$ cat src/pkg/rtpwm_pkg.sv
package rtpwm_pkg;

    // apb register byte offsets
    localparam logic [7:0] ADDR_CTRL = 8'h00;
    localparam logic [7:0] ADDR_THR1 = 8'h04;
    localparam logic [7:0] ADDR_THR2 = 8'h08;
    localparam logic [7:0] ADDR_HYSTERESIS_WIDTH = 8'h0C;
    localparam logic [7:0] ADDR_TON = 8'h10;
    localparam logic [7:0] ADDR_OFF_DELAY = 8'h14;
    localparam logic [7:0] ADDR_LIMLO = 8'h18;
    localparam logic [7:0] ADDR_LIMHI = 8'h1C;
    localparam logic [7:0] ADDR_PERIOD = 8'h20;
    localparam logic [7:0] ADDR_MINHI = 8'h24;
    localparam logic [7:0] ADDR_MINLO = 8'h28;
    localparam logic [7:0] ADDR_SRCREG = 8'h2C;
    localparam logic [7:0] ADDR_STATUS = 8'h30;

    // ctrl field positions
    localparam int CTRL_MODE_LSB = 0;
    localparam int CTRL_SRC_LSB = 3;
    localparam int CTRL_ALM_LSB = 5;
    localparam int CTRL_UNIT_LSB = 7;
    localparam int CTRL_PEAK_BIT = 9;
    localparam int CTRL_VALID_BIT = 10;
    localparam int CTRL_ALDUTY_LSB = 16;

    localparam logic [31:0] CTRL_RESET = 32'h0000_0000;
    localparam logic [15:0] VAL_RESET = 16'h0000;

    typedef enum logic [2:0] {
        MODE_OUTPUT_DISABLED_SETTING,
        MODE_ON,
        MODE_OFF,
        MODE_IN,
        MODE_OUT,
        MODE_PULSE_WIDTH_OUTPUT_SETTING
    } rtpwm_mode_e;

    typedef enum logic [1:0] {
        SRC_MEASUREMENT_INPUT_SOURCE,
        SRC_FIELDBUS,
        SRC_HEATING_LOOP_SOURCE,
        SRC_COOLING_LOOP_SOURCE
    } rtpwm_src_e;

    typedef enum logic [1:0] {
        ALM_FORCE_ON,
        ALM_FORCE_OFF,
        ALM_HOLD
    } rtpwm_alm_e;

    // delay time bases
    localparam int CLK_MHZ = 100;
    localparam int UNIT_MS_US = 1000;
    localparam int UNIT_S_US = 1000000;
    localparam int UNIT_MIN_US = 60000000;
    localparam int UNIT_MS_CYC = UNIT_MS_US * CLK_MHZ;
    localparam int UNIT_S_CYC = UNIT_S_US * CLK_MHZ;
    // minute base does not fit a 32-bit int
    localparam longint UNIT_MIN_CYC = longint'(UNIT_MIN_US) * CLK_MHZ;
    // pulse period, min high, min low are in ms ticks
    localparam int PWM_TICK_MS = 1;

    typedef struct packed {
        logic signed [15:0] measurement;
        logic signed [15:0] peak;
        logic signed [15:0] heat_loop;
        logic signed [15:0] cool_loop;
    } rtpwm_src_s;

endpackage

$ cat src/rtpwm_output.sv
// Register access over APB and the register addresses were decided locally.
`timescale 1ns/1ns
//////////////////////////////////////////////////////////////////////////////
module rtpwm_output
    import rtpwm_pkg::*;
(
    input wire logic pclk, // system clock
    input wire logic presetn, // async reset, active low
    input wire logic psel, // apb select
    input wire logic penable, // apb enable
    input wire logic pwrite, // apb write
    input wire logic [7:0] paddr, // apb byte address
    input wire logic [31:0] pwdata, // apb write data
    output logic [31:0] prdata, // apb read data
    output logic pready, // apb ready
    output logic pslverr, // apb error
    input wire rtpwm_src_s src_in, // candidate source values
    input wire logic alarm_in, // critical condition
    output logic relay_out, // relay drive
    output logic led_out, // indicator led
    output logic open_collector_output // pulse or switching output
);

    function automatic logic signed [15:0] smin(input logic signed [15:0] a, input logic signed [15:0] b);
        smin = (a < b) ? a : b;
    endfunction

    function automatic logic signed [15:0] smax(input logic signed [15:0] a, input logic signed [15:0] b);
        smax = (a < b) ? b : a;
    endfunction

    //////////////////////////////////////////////////////////////////////////
    // registers
    logic [31:0] ctrl;
    logic signed [15:0] primary_threshold;
    logic signed [15:0] secondary_threshold;
    logic signed [15:0] hysteresis_width;
    logic [15:0] on_delay;
    logic [15:0] off_delay;
    logic signed [15:0] source_low_limit;
    logic signed [15:0] source_high_limit;
    logic [15:0] pulse_period;
    logic [15:0] min_high_time;
    logic [15:0] min_low_time;
    logic signed [15:0] fieldbus_value;
    logic out_state;

    logic acc;
    assign acc = psel & penable;

    always_ff @(posedge pclk or negedge presetn) begin
        if (!presetn) begin
            ctrl <= CTRL_RESET;
            primary_threshold <= VAL_RESET;
            secondary_threshold <= VAL_RESET;
            hysteresis_width <= VAL_RESET;
            on_delay <= VAL_RESET;
            off_delay <= VAL_RESET;
            source_low_limit <= VAL_RESET;
            source_high_limit <= VAL_RESET;
            pulse_period <= VAL_RESET;
            min_high_time <= VAL_RESET;
            min_low_time <= VAL_RESET;
            fieldbus_value <= VAL_RESET;
        end else if (acc && pwrite) begin
            unique case (paddr)
                ADDR_CTRL: ctrl <= pwdata;
                ADDR_THR1: primary_threshold <= pwdata[15:0];
                ADDR_THR2: secondary_threshold <= pwdata[15:0];
                ADDR_HYSTERESIS_WIDTH: hysteresis_width <= pwdata[15:0];
                ADDR_TON: on_delay <= pwdata[15:0];
                ADDR_OFF_DELAY: off_delay <= pwdata[15:0];
                ADDR_LIMLO: source_low_limit <= pwdata[15:0];
                ADDR_LIMHI: source_high_limit <= pwdata[15:0];
                ADDR_PERIOD: pulse_period <= pwdata[15:0];
                ADDR_MINHI: min_high_time <= pwdata[15:0];
                ADDR_MINLO: min_low_time <= pwdata[15:0];
                ADDR_SRCREG: fieldbus_value <= pwdata[15:0];
                default: ;
            endcase
        end
    end

    logic dec_ok;
    logic [31:0] rd_mux;
    always_comb begin
        dec_ok = 1'b1;
        rd_mux = 32'h0000_0000;
        unique case (paddr)
            ADDR_CTRL: rd_mux = ctrl;
            ADDR_THR1: rd_mux = {16'h0000, primary_threshold};
            ADDR_THR2: rd_mux = {16'h0000, secondary_threshold};
            ADDR_HYSTERESIS_WIDTH: rd_mux = {16'h0000, hysteresis_width};
            ADDR_TON: rd_mux = {16'h0000, on_delay};
            ADDR_OFF_DELAY: rd_mux = {16'h0000, off_delay};
            ADDR_LIMLO: rd_mux = {16'h0000, source_low_limit};
            ADDR_LIMHI: rd_mux = {16'h0000, source_high_limit};
            ADDR_PERIOD: rd_mux = {16'h0000, pulse_period};
            ADDR_MINHI: rd_mux = {16'h0000, min_high_time};
            ADDR_MINLO: rd_mux = {16'h0000, min_low_time};
            ADDR_SRCREG: rd_mux = {16'h0000, fieldbus_value};
            ADDR_STATUS: rd_mux = {29'h0000_0000, open_collector_output, led_out, out_state};
            default: dec_ok = 1'b0;
        endcase
    end

    // zero wait state slave; unmapped address answers with pslverr
    always_ff @(posedge pclk or negedge presetn) begin
        if (!presetn) begin
            prdata <= 32'h0000_0000;
            pready <= 1'b0;
            pslverr <= 1'b0;
        end else begin
            pready <= psel & ~penable;
            pslverr <= psel & ~penable & ~dec_ok;
            if (psel && !penable && !pwrite) begin
                prdata <= rd_mux;
            end
        end
    end

    //////////////////////////////////////////////////////////////////////////
    // configuration decode
    rtpwm_mode_e mode;
    rtpwm_src_e src_sel;
    rtpwm_alm_e alm;
    logic [1:0] unit_sel;
    logic peak_sel;
    logic cfg_valid;
    logic [6:0] alarm_duty;
    assign mode = rtpwm_mode_e'(ctrl[CTRL_MODE_LSB +: 3]);
    assign src_sel = rtpwm_src_e'(ctrl[CTRL_SRC_LSB +: 2]);
    assign alm = rtpwm_alm_e'(ctrl[CTRL_ALM_LSB +: 2]);
    assign unit_sel = ctrl[CTRL_UNIT_LSB +: 2];
    assign peak_sel = ctrl[CTRL_PEAK_BIT];
    assign cfg_valid = ctrl[CTRL_VALID_BIT];
    assign alarm_duty = ctrl[CTRL_ALDUTY_LSB +: 7];

    // alarm pin comes from another domain
    logic alarm_s1;
    logic alarm_s2;
    always_ff @(posedge pclk or negedge presetn) begin
        if (!presetn) begin
            alarm_s1 <= 1'b0;
            alarm_s2 <= 1'b0;
        end else begin
            alarm_s1 <= alarm_in;
            alarm_s2 <= alarm_s1;
        end
    end

    logic signed [15:0] src_val;
    always_comb begin
        unique case (src_sel)
            SRC_MEASUREMENT_INPUT_SOURCE: src_val = peak_sel ? src_in.peak : src_in.measurement;
            SRC_FIELDBUS: src_val = fieldbus_value;
            SRC_HEATING_LOOP_SOURCE: src_val = src_in.heat_loop;
            SRC_COOLING_LOOP_SOURCE: src_val = src_in.cool_loop;
        endcase
    end

    //////////////////////////////////////////////////////////////////////////
    // threshold zones
    logic signed [16:0] lo_thr;
    logic signed [16:0] hi_thr;
    logic signed [16:0] sv;
    logic zone_a_enter;
    logic zone_b_enter;
    assign lo_thr = 17'(smin(primary_threshold, secondary_threshold));
    assign hi_thr = 17'(smax(primary_threshold, secondary_threshold));
    assign sv = 17'(src_val);
    always_comb begin
        if (mode == MODE_IN || mode == MODE_OUT) begin
            // band shrunk by hysteresis on both edges
            zone_a_enter = (sv > lo_thr + 17'(hysteresis_width)) && (sv < hi_thr - 17'(hysteresis_width));
            zone_b_enter = (sv < lo_thr - 17'(hysteresis_width)) || (sv > hi_thr + 17'(hysteresis_width));
        end else begin
            zone_a_enter = sv > 17'(primary_threshold) + 17'(hysteresis_width);
            zone_b_enter = sv < 17'(primary_threshold) - 17'(hysteresis_width);
        end
    end

    logic want_on;
    logic want_off;
    always_comb begin
        unique case (mode)
            MODE_ON, MODE_IN: begin
                want_on = zone_a_enter;
                want_off = zone_b_enter;
            end
            MODE_OFF, MODE_OUT: begin
                want_on = zone_b_enter;
                want_off = zone_a_enter;
            end
            default: begin
                want_on = 1'b0;
                want_off = 1'b0;
            end
        endcase
    end

    //////////////////////////////////////////////////////////////////////////
    // qualification timers
    // 33 bits: the minute base needs them
    logic [32:0] unit_cyc;
    always_comb begin
        unique case (unit_sel)
            2'h0: unit_cyc = 33'(UNIT_MS_CYC);
            2'h1: unit_cyc = 33'(UNIT_S_CYC);
            default: unit_cyc = 33'(UNIT_MIN_CYC);
        endcase
    end

    logic [32:0] pre_cnt;
    logic [15:0] on_cnt;
    logic [15:0] off_cnt;
    logic tick;
    // compare with >= so a shorter unit chosen mid count still ticks
    assign tick = (pre_cnt >= unit_cyc - 33'h0_0000_0001);

    always_ff @(posedge pclk or negedge presetn) begin
        if (!presetn) begin
            pre_cnt <= 33'h0_0000_0000;
        end else if (!cfg_valid || tick) begin
            pre_cnt <= 33'h0_0000_0000;
        end else begin
            pre_cnt <= pre_cnt + 33'h0_0000_0001;
        end
    end

    always_ff @(posedge pclk or negedge presetn) begin
        if (!presetn) begin
            on_cnt <= 16'h0000;
            off_cnt <= 16'h0000;
        end else if (!cfg_valid) begin
            on_cnt <= 16'h0000;
            off_cnt <= 16'h0000;
        end else begin
            if (!want_on) begin
                on_cnt <= 16'h0000;
            end else if (tick && on_cnt != 16'hFFFF) begin
                on_cnt <= on_cnt + 16'h0001;
            end
            if (!want_off) begin
                off_cnt <= 16'h0000;
            end else if (tick && off_cnt != 16'hFFFF) begin
                off_cnt <= off_cnt + 16'h0001;
            end
        end
    end

    logic qual_on;
    logic qual_off;
    assign qual_on = want_on && (on_cnt >= on_delay);
    assign qual_off = want_off && (off_cnt >= off_delay);

    always_ff @(posedge pclk or negedge presetn) begin
        if (!presetn) begin
            out_state <= 1'b0;
        end else if (!cfg_valid || mode == MODE_OUTPUT_DISABLED_SETTING) begin
            out_state <= 1'b0;
        end else if (alarm_s2) begin
            unique case (alm)
                ALM_FORCE_ON: out_state <= 1'b1;
                ALM_FORCE_OFF: out_state <= 1'b0;
                default: out_state <= out_state;
            endcase
        end else if (qual_on) begin
            out_state <= 1'b1;
        end else if (qual_off) begin
            out_state <= 1'b0;
        end
    end

    //////////////////////////////////////////////////////////////////////////
    // pulse mode
    localparam int MS_CYC = PWM_TICK_MS * UNIT_MS_CYC;
    logic [31:0] ms_cnt;
    logic ms_tick;
    logic [15:0] pos;
    logic [15:0] high_len;
    logic pulse_on;
    logic pwm_en;
    assign pwm_en = cfg_valid && (mode == MODE_PULSE_WIDTH_OUTPUT_SETTING);
    assign ms_tick = (ms_cnt == 32'(MS_CYC - 1));

    logic [32:0] span;
    logic [32:0] offs;
    logic [48:0] prod;
    logic [15:0] lin_len;
    logic [15:0] duty_len;
    logic [17:0] min_sum;
    always_comb begin
        span = 33'(source_high_limit) - 33'(source_low_limit);
        offs = 33'(src_val) - 33'(source_low_limit);
        prod = 49'(offs[15:0]) * 49'(pulse_period);
        lin_len = (span[15:0] == 16'h0000) ? 16'h0000 : 16'(prod / 49'(span[15:0]));
        if (alarm_s2) begin
            duty_len = 16'((32'(alarm_duty) * 32'(pulse_period)) / 32'h0000_0064);
        end else if (src_val < source_low_limit) begin
            duty_len = 16'h0000;
        end else if (src_val > source_high_limit) begin
            duty_len = pulse_period;
        end else begin
            duty_len = lin_len;
        end
        min_sum = 18'(min_high_time) + 18'(min_low_time);
        if (min_sum > 18'(pulse_period)) begin
            high_len = 16'h0000;
        end else if (duty_len < min_high_time) begin
            high_len = min_high_time;
        end else if (duty_len > pulse_period - min_low_time) begin
            high_len = pulse_period - min_low_time;
        end else begin
            high_len = duty_len;
        end
    end

    always_ff @(posedge pclk or negedge presetn) begin
        if (!presetn) begin
            ms_cnt <= 32'h0000_0000;
            pos <= 16'h0000;
        end else if (!pwm_en) begin
            ms_cnt <= 32'h0000_0000;
            pos <= 16'h0000;
        end else if (ms_tick) begin
            ms_cnt <= 32'h0000_0000;
            pos <= (pos + 16'h0001 >= pulse_period) ? 16'h0000 : pos + 16'h0001;
        end else begin
            ms_cnt <= ms_cnt + 32'h0000_0001;
        end
    end

    // high length latched at period start so each cycle stays whole
    logic [15:0] cur_high;
    always_ff @(posedge pclk or negedge presetn) begin
        if (!presetn) begin
            cur_high <= 16'h0000;
        end else if (!pwm_en || (ms_tick && pos + 16'h0001 >= pulse_period)) begin
            cur_high <= high_len;
        end
    end
    assign pulse_on = pwm_en && (pos < cur_high);

    always_ff @(posedge pclk or negedge presetn) begin
        if (!presetn) begin
            relay_out <= 1'b0;
            led_out <= 1'b0;
            open_collector_output <= 1'b0;
        end else begin
            relay_out <= out_state;
            led_out <= pwm_en ? pulse_on : out_state;
            open_collector_output <= pwm_en ? pulse_on : out_state;
        end
    end

endmodule

$ cat config.mk
export PLATFORM = sky130hd
export DESIGN_NAME = rtpwm_output
export DESIGN_NICKNAME = d
export VERILOG_FILES = /design/src/pkg/rtpwm_pkg.sv /design/src/rtpwm_output.sv
export SDC_FILE = /design/constraint.sdc
export NUM_CORES = 2
export LEC_CHECK = 0
export ABC_CLOCK_PERIOD_IN_PS = 251600
export BUFFER_PORTS_ARGS = -buffer_cell sky130_fd_sc_hd__buf_2
export CORE_UTILIZATION = 30
export DETAILED_ROUTE_END_ITERATION = 8
export GPL_ROUTABILITY_DRIVEN = 0
export HOLD_SLACK_MARGIN = 0.1
export MAX_ROUTING_LAYER = met4
export PLACE_DENSITY = 0.55
export SYNTH_ARGS = -nofsm -noshare
export SYNTH_HDL_FRONTEND = slang
export SYNTH_SLANG_ARGS = --single-unit
$ cat constraint.sdc
create_clock -name pclk -period 251.6 [get_ports pclk]
set_input_delay 12.58 -clock pclk [delete_from_list [all_inputs] [get_ports pclk]]
set_output_delay 12.58 -clock pclk [all_outputs]
set_load 0.01 [all_outputs]
# Word level (Yosys, flattened, before mapping)
# Index checks and enable logic that the tools add are counted.
[op_classes]
n_mux = 36
div = 2
add_sub_neg = 16
eq_ne = 29
n_lt_le_gt_ge = 17
multipliers = 2
bitwise = 5
n_reduce_logical = 43
[op_table]
columns = ["cell", "n"]
rows = [
  ["32-bit one-hot mux with 13 select lines", 1],
  ["16-bit 2-to-1 mux", 19],
  ["16-bit by 16-bit adder with 17-bit output", 4],
  ["33-bit one-hot mux with 2 select lines", 1],
  ["16-bit < comparator", 4],
  ["32-bit 2-to-1 mux", 2],
  ["16-bit one-hot mux with 4 select lines", 1],
  ["16-bit by 17-bit > comparator with 1-bit output", 3],
  ["16-bit by 17-bit < comparator with 1-bit output", 3],
  ["16-bit by 16-bit subtractor with 17-bit output", 3],
  ["32-bit by 16-bit divider with 49-bit output", 1],
  ["16-bit by 1-bit adder with 16-bit output, second input constant", 3],
  ["16-bit >= comparator", 3],
  ["16-bit subtractor", 3],
  ["8-bit by 6-bit == test with 1-bit output, second input constant", 5],
  ["33-bit by 1-bit adder with 33-bit output, second input constant", 1],
  ["33-bit >= comparator", 1],
  ["33-bit 2-to-1 mux", 1],
  ["33-bit by 1-bit subtractor with 33-bit output, second input constant", 1],
  ["32-bit by 1-bit adder with 32-bit output, second input constant", 1],
  ["23-bit by 7-bit divider with 32-bit output, second input constant", 1],
  ["32-bit by 17-bit == test with 1-bit output, second input constant", 1],
  ["8-bit by 5-bit == test with 1-bit output, second input constant", 4],
  ["16-bit > comparator", 2],
  ["other kinds (29)", 81],
]
[word_totals]
elab_cells = 176
input_bits = 110
regBits = 376
out_inout_bits = 37

# Depth between registers and ports, before layout
[logic_depth]
word_depth = 13
depth_mapped = 1057
ltp_nobuf = 958

# Least setup slack after synthesis
# No wires, ideal clock.
[synth_timing]
kind = "register -> register"
startpoint = "register source_high_limit[0]"
endpoint = "register cur_high[15]"
n_path_buf = 116
path_slack_ns = 62.127
t_required_ns = 251.479
path_stages_with_launch = 1021
period_less_slack_ns = 189.473
t_arrival_ns = 189.352
setup_time_ns = 0.121
path_cell_list = "dfrtp_1 -> inv_1 -> ha_1 -> inv_1 -> fa_1 -> a211oi_1 -> o21ai_1 -> a31oi_1 -> xor2_1 -> nand3_1 -> nor4b_1 -> nand3_1 -> clkbuf_1 -> nor2_1 -> ha_1 -> a21oi_1 -> nand2_1 -> a31oi_1 -> [... 985 more ...] -> nor4_1 -> nand3_1 -> o31a_1 -> nor2_1 -> ha_1 -> nor2_1 -> nor2_1 -> a21boi_0 -> o21ai_0 -> nand2b_1 -> a21oi_1 -> o31ai_1 -> o21ai_1 -> clkbuf_1 -> nor2_1 -> a21oi_1 -> mux2i_1 -> a22o_1"
[synth_between]
elab_chain_cells = 10
elab_cells_between_ends = 13
cone_classes = "add/sub (1); div (1); order compare (3); mux (7); reduce/logical (1)"
[synth_rtl]
columns = ["item", "line", "rtl"]
rows = [
  ["from (decl)", "rtpwm_output.sv:41", "logic signed [15:0] source_high_limit;"],
  ["from (signal assigned)", "rtpwm_output.sv:74", "ADDR_LIMHI: source_high_limit <= pwdata[15:0];"],
  ["16-bit subtractor", "rtpwm_output.sv:294", "span = 33'(source_high_limit) - 33'(source_low_limit);"],
  ["32-bit by 16-bit divider with 49-bit output / 16-bit logical NOT (equally long branches)", "rtpwm_output.sv:297", "lin_len = (span[15:0] == 16'h0000) ? 16'h0000 : 16'(prod / 49'(span[15:0]));"],
  ["16-bit 2-to-1 mux", "rtpwm_output.sv:297", ""],
  ["16-bit 2-to-1 mux (*)", "rtpwm_output.sv:302", "end else if (src_val > source_high_limit) begin"],
  ["16-bit 2-to-1 mux (*)", "rtpwm_output.sv:300", "end else if (src_val < source_low_limit) begin"],
  ["16-bit 2-to-1 mux (*)", "rtpwm_output.sv:298", "if (alarm_s2) begin"],
  ["16-bit > comparator", "rtpwm_output.sv:312", "end else if (duty_len > pulse_period - min_low_time) begin"],
  ["16-bit 2-to-1 mux", "rtpwm_output.sv:312", ""],
  ["16-bit 2-to-1 mux (*)", "rtpwm_output.sv:310", "end else if (duty_len < min_high_time) begin"],
  ["16-bit 2-to-1 mux (*)", "rtpwm_output.sv:308", "if (min_sum > 18'(pulse_period)) begin"],
  ["to (signal assigned)", "rtpwm_output.sv:340", "cur_high <= high_len;"],
  ["to (decl)", "rtpwm_output.sv:335", "logic [15:0] cur_high;"],
]
# Every way passes the cells marked *; elsewhere a longest branch is shown, timed or not.
# A chain may end at the register's enable or synchronous reset.

==> impl_metrics.env <==
export IMPL_cp_num_buf_inv=102
export IMPL_maxCapViolCount=0
export IMPL_ys_flop_type="dfrtp_1"
export IMPL_multiInputGateArea_um2=77500
export IMPL_grt_pass1_wl_mm=473
export IMPL_fin_setup_tns_ns=0
export IMPL_clock_fmax_ghz=0.00500
export IMPL_layout_drive_gt1_share=0.0858
export IMPL_final_common_cell="ha_1"
export IMPL_ant_nets=0
export IMPL_grt_use_total=0.194
export IMPL_drv_slew=0
export IMPL_syn_inst=12000
export IMPL_dieArea_um2=306000
export IMPL_clk_pin_slew_ns=0.06
export IMPL_clock_skew_ns=0.0219
export IMPL_r2r_slack_ns=51.55
export IMPL_met3RoutedLength_mm=14.6
export IMPL_ff_latch_area_um2=9410
export IMPL_wirelength_met1_mm=144
export IMPL_fin_nets=13500
export IMPL_fill_cells=32500
export IMPL_worst_slew_pin_slew_ns=1.34
export IMPL_crit_path_end="cur_high[0]"
export IMPL_cp_startpoint="source_high_limit[0]"
export IMPL_r2r_end="cur_high[0]"
export IMPL_cts_resized=0
export IMPL_finalSetupViolCount=0
export IMPL_rows=202
export IMPL_areaGrowthSynthToFinish_pct=7.53
export IMPL_clockBufferDepth=3
export IMPL_rr_startpoint="source_high_limit[0]"
export IMPL_crit_required_ns=252.07
export IMPL_rsz0062_at_grt="false"
export IMPL_grt_max_degree=139
export IMPL_ys_ff_latch=376
export IMPL_place_port_buffers=146
export IMPL_dr_pass1_iters=9
export IMPL_cts_tree="yes"
export IMPL_top_layer="met4"
export IMPL_via_per_inst=5.52
export IMPL_avgSynthCellArea_um2=7.62
export IMPL_crit_top_cell="o21a_1"
export IMPL_worstSetupPathType="flip-flop to flip-flop"
export IMPL_cts_htree_levels=2
export IMPL_cp_arrival_ns=200.52
export IMPL_io_pins=147
export IMPL_cp_top_family="compound AO/OA/AOI/OAI gates"
export IMPL_cts_buffers=46
export IMPL_dr_total_vias=88000
export IMPL_synth_area_leaders="ha_1 17%, dfrtp_1 10%, fa_1 6.0%"
export IMPL_layout_common_cells="1233 x ha_1, 1156 x nor2_1, 998 x nand2_1, 885 x a21oi_1, 789 x inv_1"
export IMPL_synth_area_um2=91300
export IMPL_yosys_warnings=0
export IMPL_grt_overflow=0
export IMPL_start_util=0.301
export IMPL_hpwl_mm=241
export IMPL_max_stage_delay_ns=1.17
export IMPL_antenna_found_initial=12
export IMPL_yosysUniqueCellTypes=137
export IMPL_drtIter0Drc=6613
export IMPL_min_path_type="flip-flop to flip-flop"
export IMPL_clock_sinks=376
export IMPL_core_um2=303000
export IMPL_hold_violations=0
export IMPL_cp_slowest_cell="nor4b_1"
export IMPL_worst_setup_path_end_kind="flip-flop"
export IMPL_avgRoutedWirePerCell_um=18.9
export IMPL_cp_max_fo=41
export IMPL_r2r_cells=930
export IMPL_synth_edf_count=0
export IMPL_fin_crit_sh=0.795
export IMPL_synth_largest_area_cell="ha_1"
export IMPL_wl_mm=301
export IMPL_fin_crit_ns=200.05
export IMPL_cts_root_buf="clkbuf_16"
export IMPL_maxSlewHeadroom=0.0944
export IMPL_whs_path_depth=0
export IMPL_critical_path_startpoint_type="flip-flop"
export IMPL_postCtsSetupBuffers=0
export IMPL_clock_latency_ns=0.60
export IMPL_async_reset_ff_frac=1.00
export IMPL_cts_hold_buffers=0
export IMPL_drc_errors=0
export IMPL_wl_met2_mm=136
export IMPL_yosysTopAreaCellShare=0.169
export IMPL_path_depth=872
export IMPL_fp_dieH_um=554
export IMPL_grt_pass1_vias=82200
export IMPL_status="complete, no violations"
export IMPL_yosysSeqAreaShare=0.103
export IMPL_die_x_um=554
==> kinds of logic (layout without fill, tap and decap cells) <==
group,after synthesis,in the layout,share of synthesized area
simple gates,4338,4338,0.235
mux,468,468,0.0585
xor+xnor,846,846,0.0812
other cells,1,24,0.0000411
flops,376,376,0.103
fa+ha+maj,1526,1526,0.231
compound gates,3219,3219,0.240
buf+inv,1204,1165,0.0508
==> how the worst min path moves through the flow <==
stage	from	endpoint	slack (ns)
final	alarm_s1	alarm_s2	0.35
after global routing	alarm_s1	alarm_s2	0.37
after CTS	alarm_s1	alarm_s2	0.35
after detailed placement	alarm_s1	alarm_s2	0.35
after global placement	alarm_s1	alarm_s2	0.33
after floorplan	alarm_s1	alarm_s2	0.33
==> metal layers <==
metal | global-route usage | vias up
met5 | - | -
met4 | 0.0406 | 0
met3 | 0.0161 | 318
met2 | 0.309 | 2197
met1 | 0.267 | 41900
li1 | - | 43600
==> Yosys cell counts, drive strengths merged, types with 46 or more instances <==
library cell / count
a2111oi: 52
a211oi: 75
a21o: 210
a21oi: 891
a221oi: 67
a22o: 55
a22oi: 47
a31oi: 123
and2: 259
and3: 128
buf: 80
clkbuf: 327
dfrtp: 376
fa: 273
ha: 1234
inv: 796
mux2: 360
mux2i: 92
nand2: 1002
nand2b: 162
nand3: 281
nand4: 170
nor2: 1166
nor2b: 134
nor3: 504
nor4: 111
o211ai: 72
o21a: 380
o21ai: 444
o21bai: 87
o22ai: 50
o31ai: 208
or2: 135
or3: 95
or4: 46
xnor2: 478
xor2: 368
==> final cells by class <==
class	instances	share of cell area
well taps	3978	0.0507
clock buffers	63	0.0134
multi-input cells	10400	0.789
inverters	797	0.0305
diodes	6	0.000153
clock inverters	14	0.00113
flip-flops and latches	376	0.0959
repair buffers	291	0.0188
==> stage by stage <==
stage / cells / area [um2] / hold WS, ns / utilization / setup slack [ns]
2_1_floorplan: 12000 / 91300 / 0.331 / - / 62.13
3_3_place_gp: 15900 / 96700 / 0.334 / 0.319 / 58.24
3_5_place_dp: 15900 / 96700 / 0.345 / 0.319 / 53.37
4_1_cts: 15900 / 98100 / 0.347 / 0.324 / 52.83
5_1_grt: 15900 / 98100 / 0.372 / 0.324 / 32.17
6_report: 15900 / 98100 / 0.346 / 0.324 / 51.55
==> state kept, by name (all words and copies together), names as in the netlist, 16 cells and up <==
register             count
on_cnt                  16
pre_cnt                 33
hysteresis_width        16
min_high_time           16
on_delay                16
pos                     16
source_low_limit        16
ms_cnt                  32
off_delay               16
fieldbus_value          16
pulse_period            16
prdata                  32
min_low_time            16
primary_threshold       16
cur_high                16
ctrl                    32
secondary_threshold     16
off_cnt                 16
source_high_limit       16
Power is left out: the tool's default activity adds up to more than one toggle a clock period on the data nets, which glitch-free logic cannot reach.
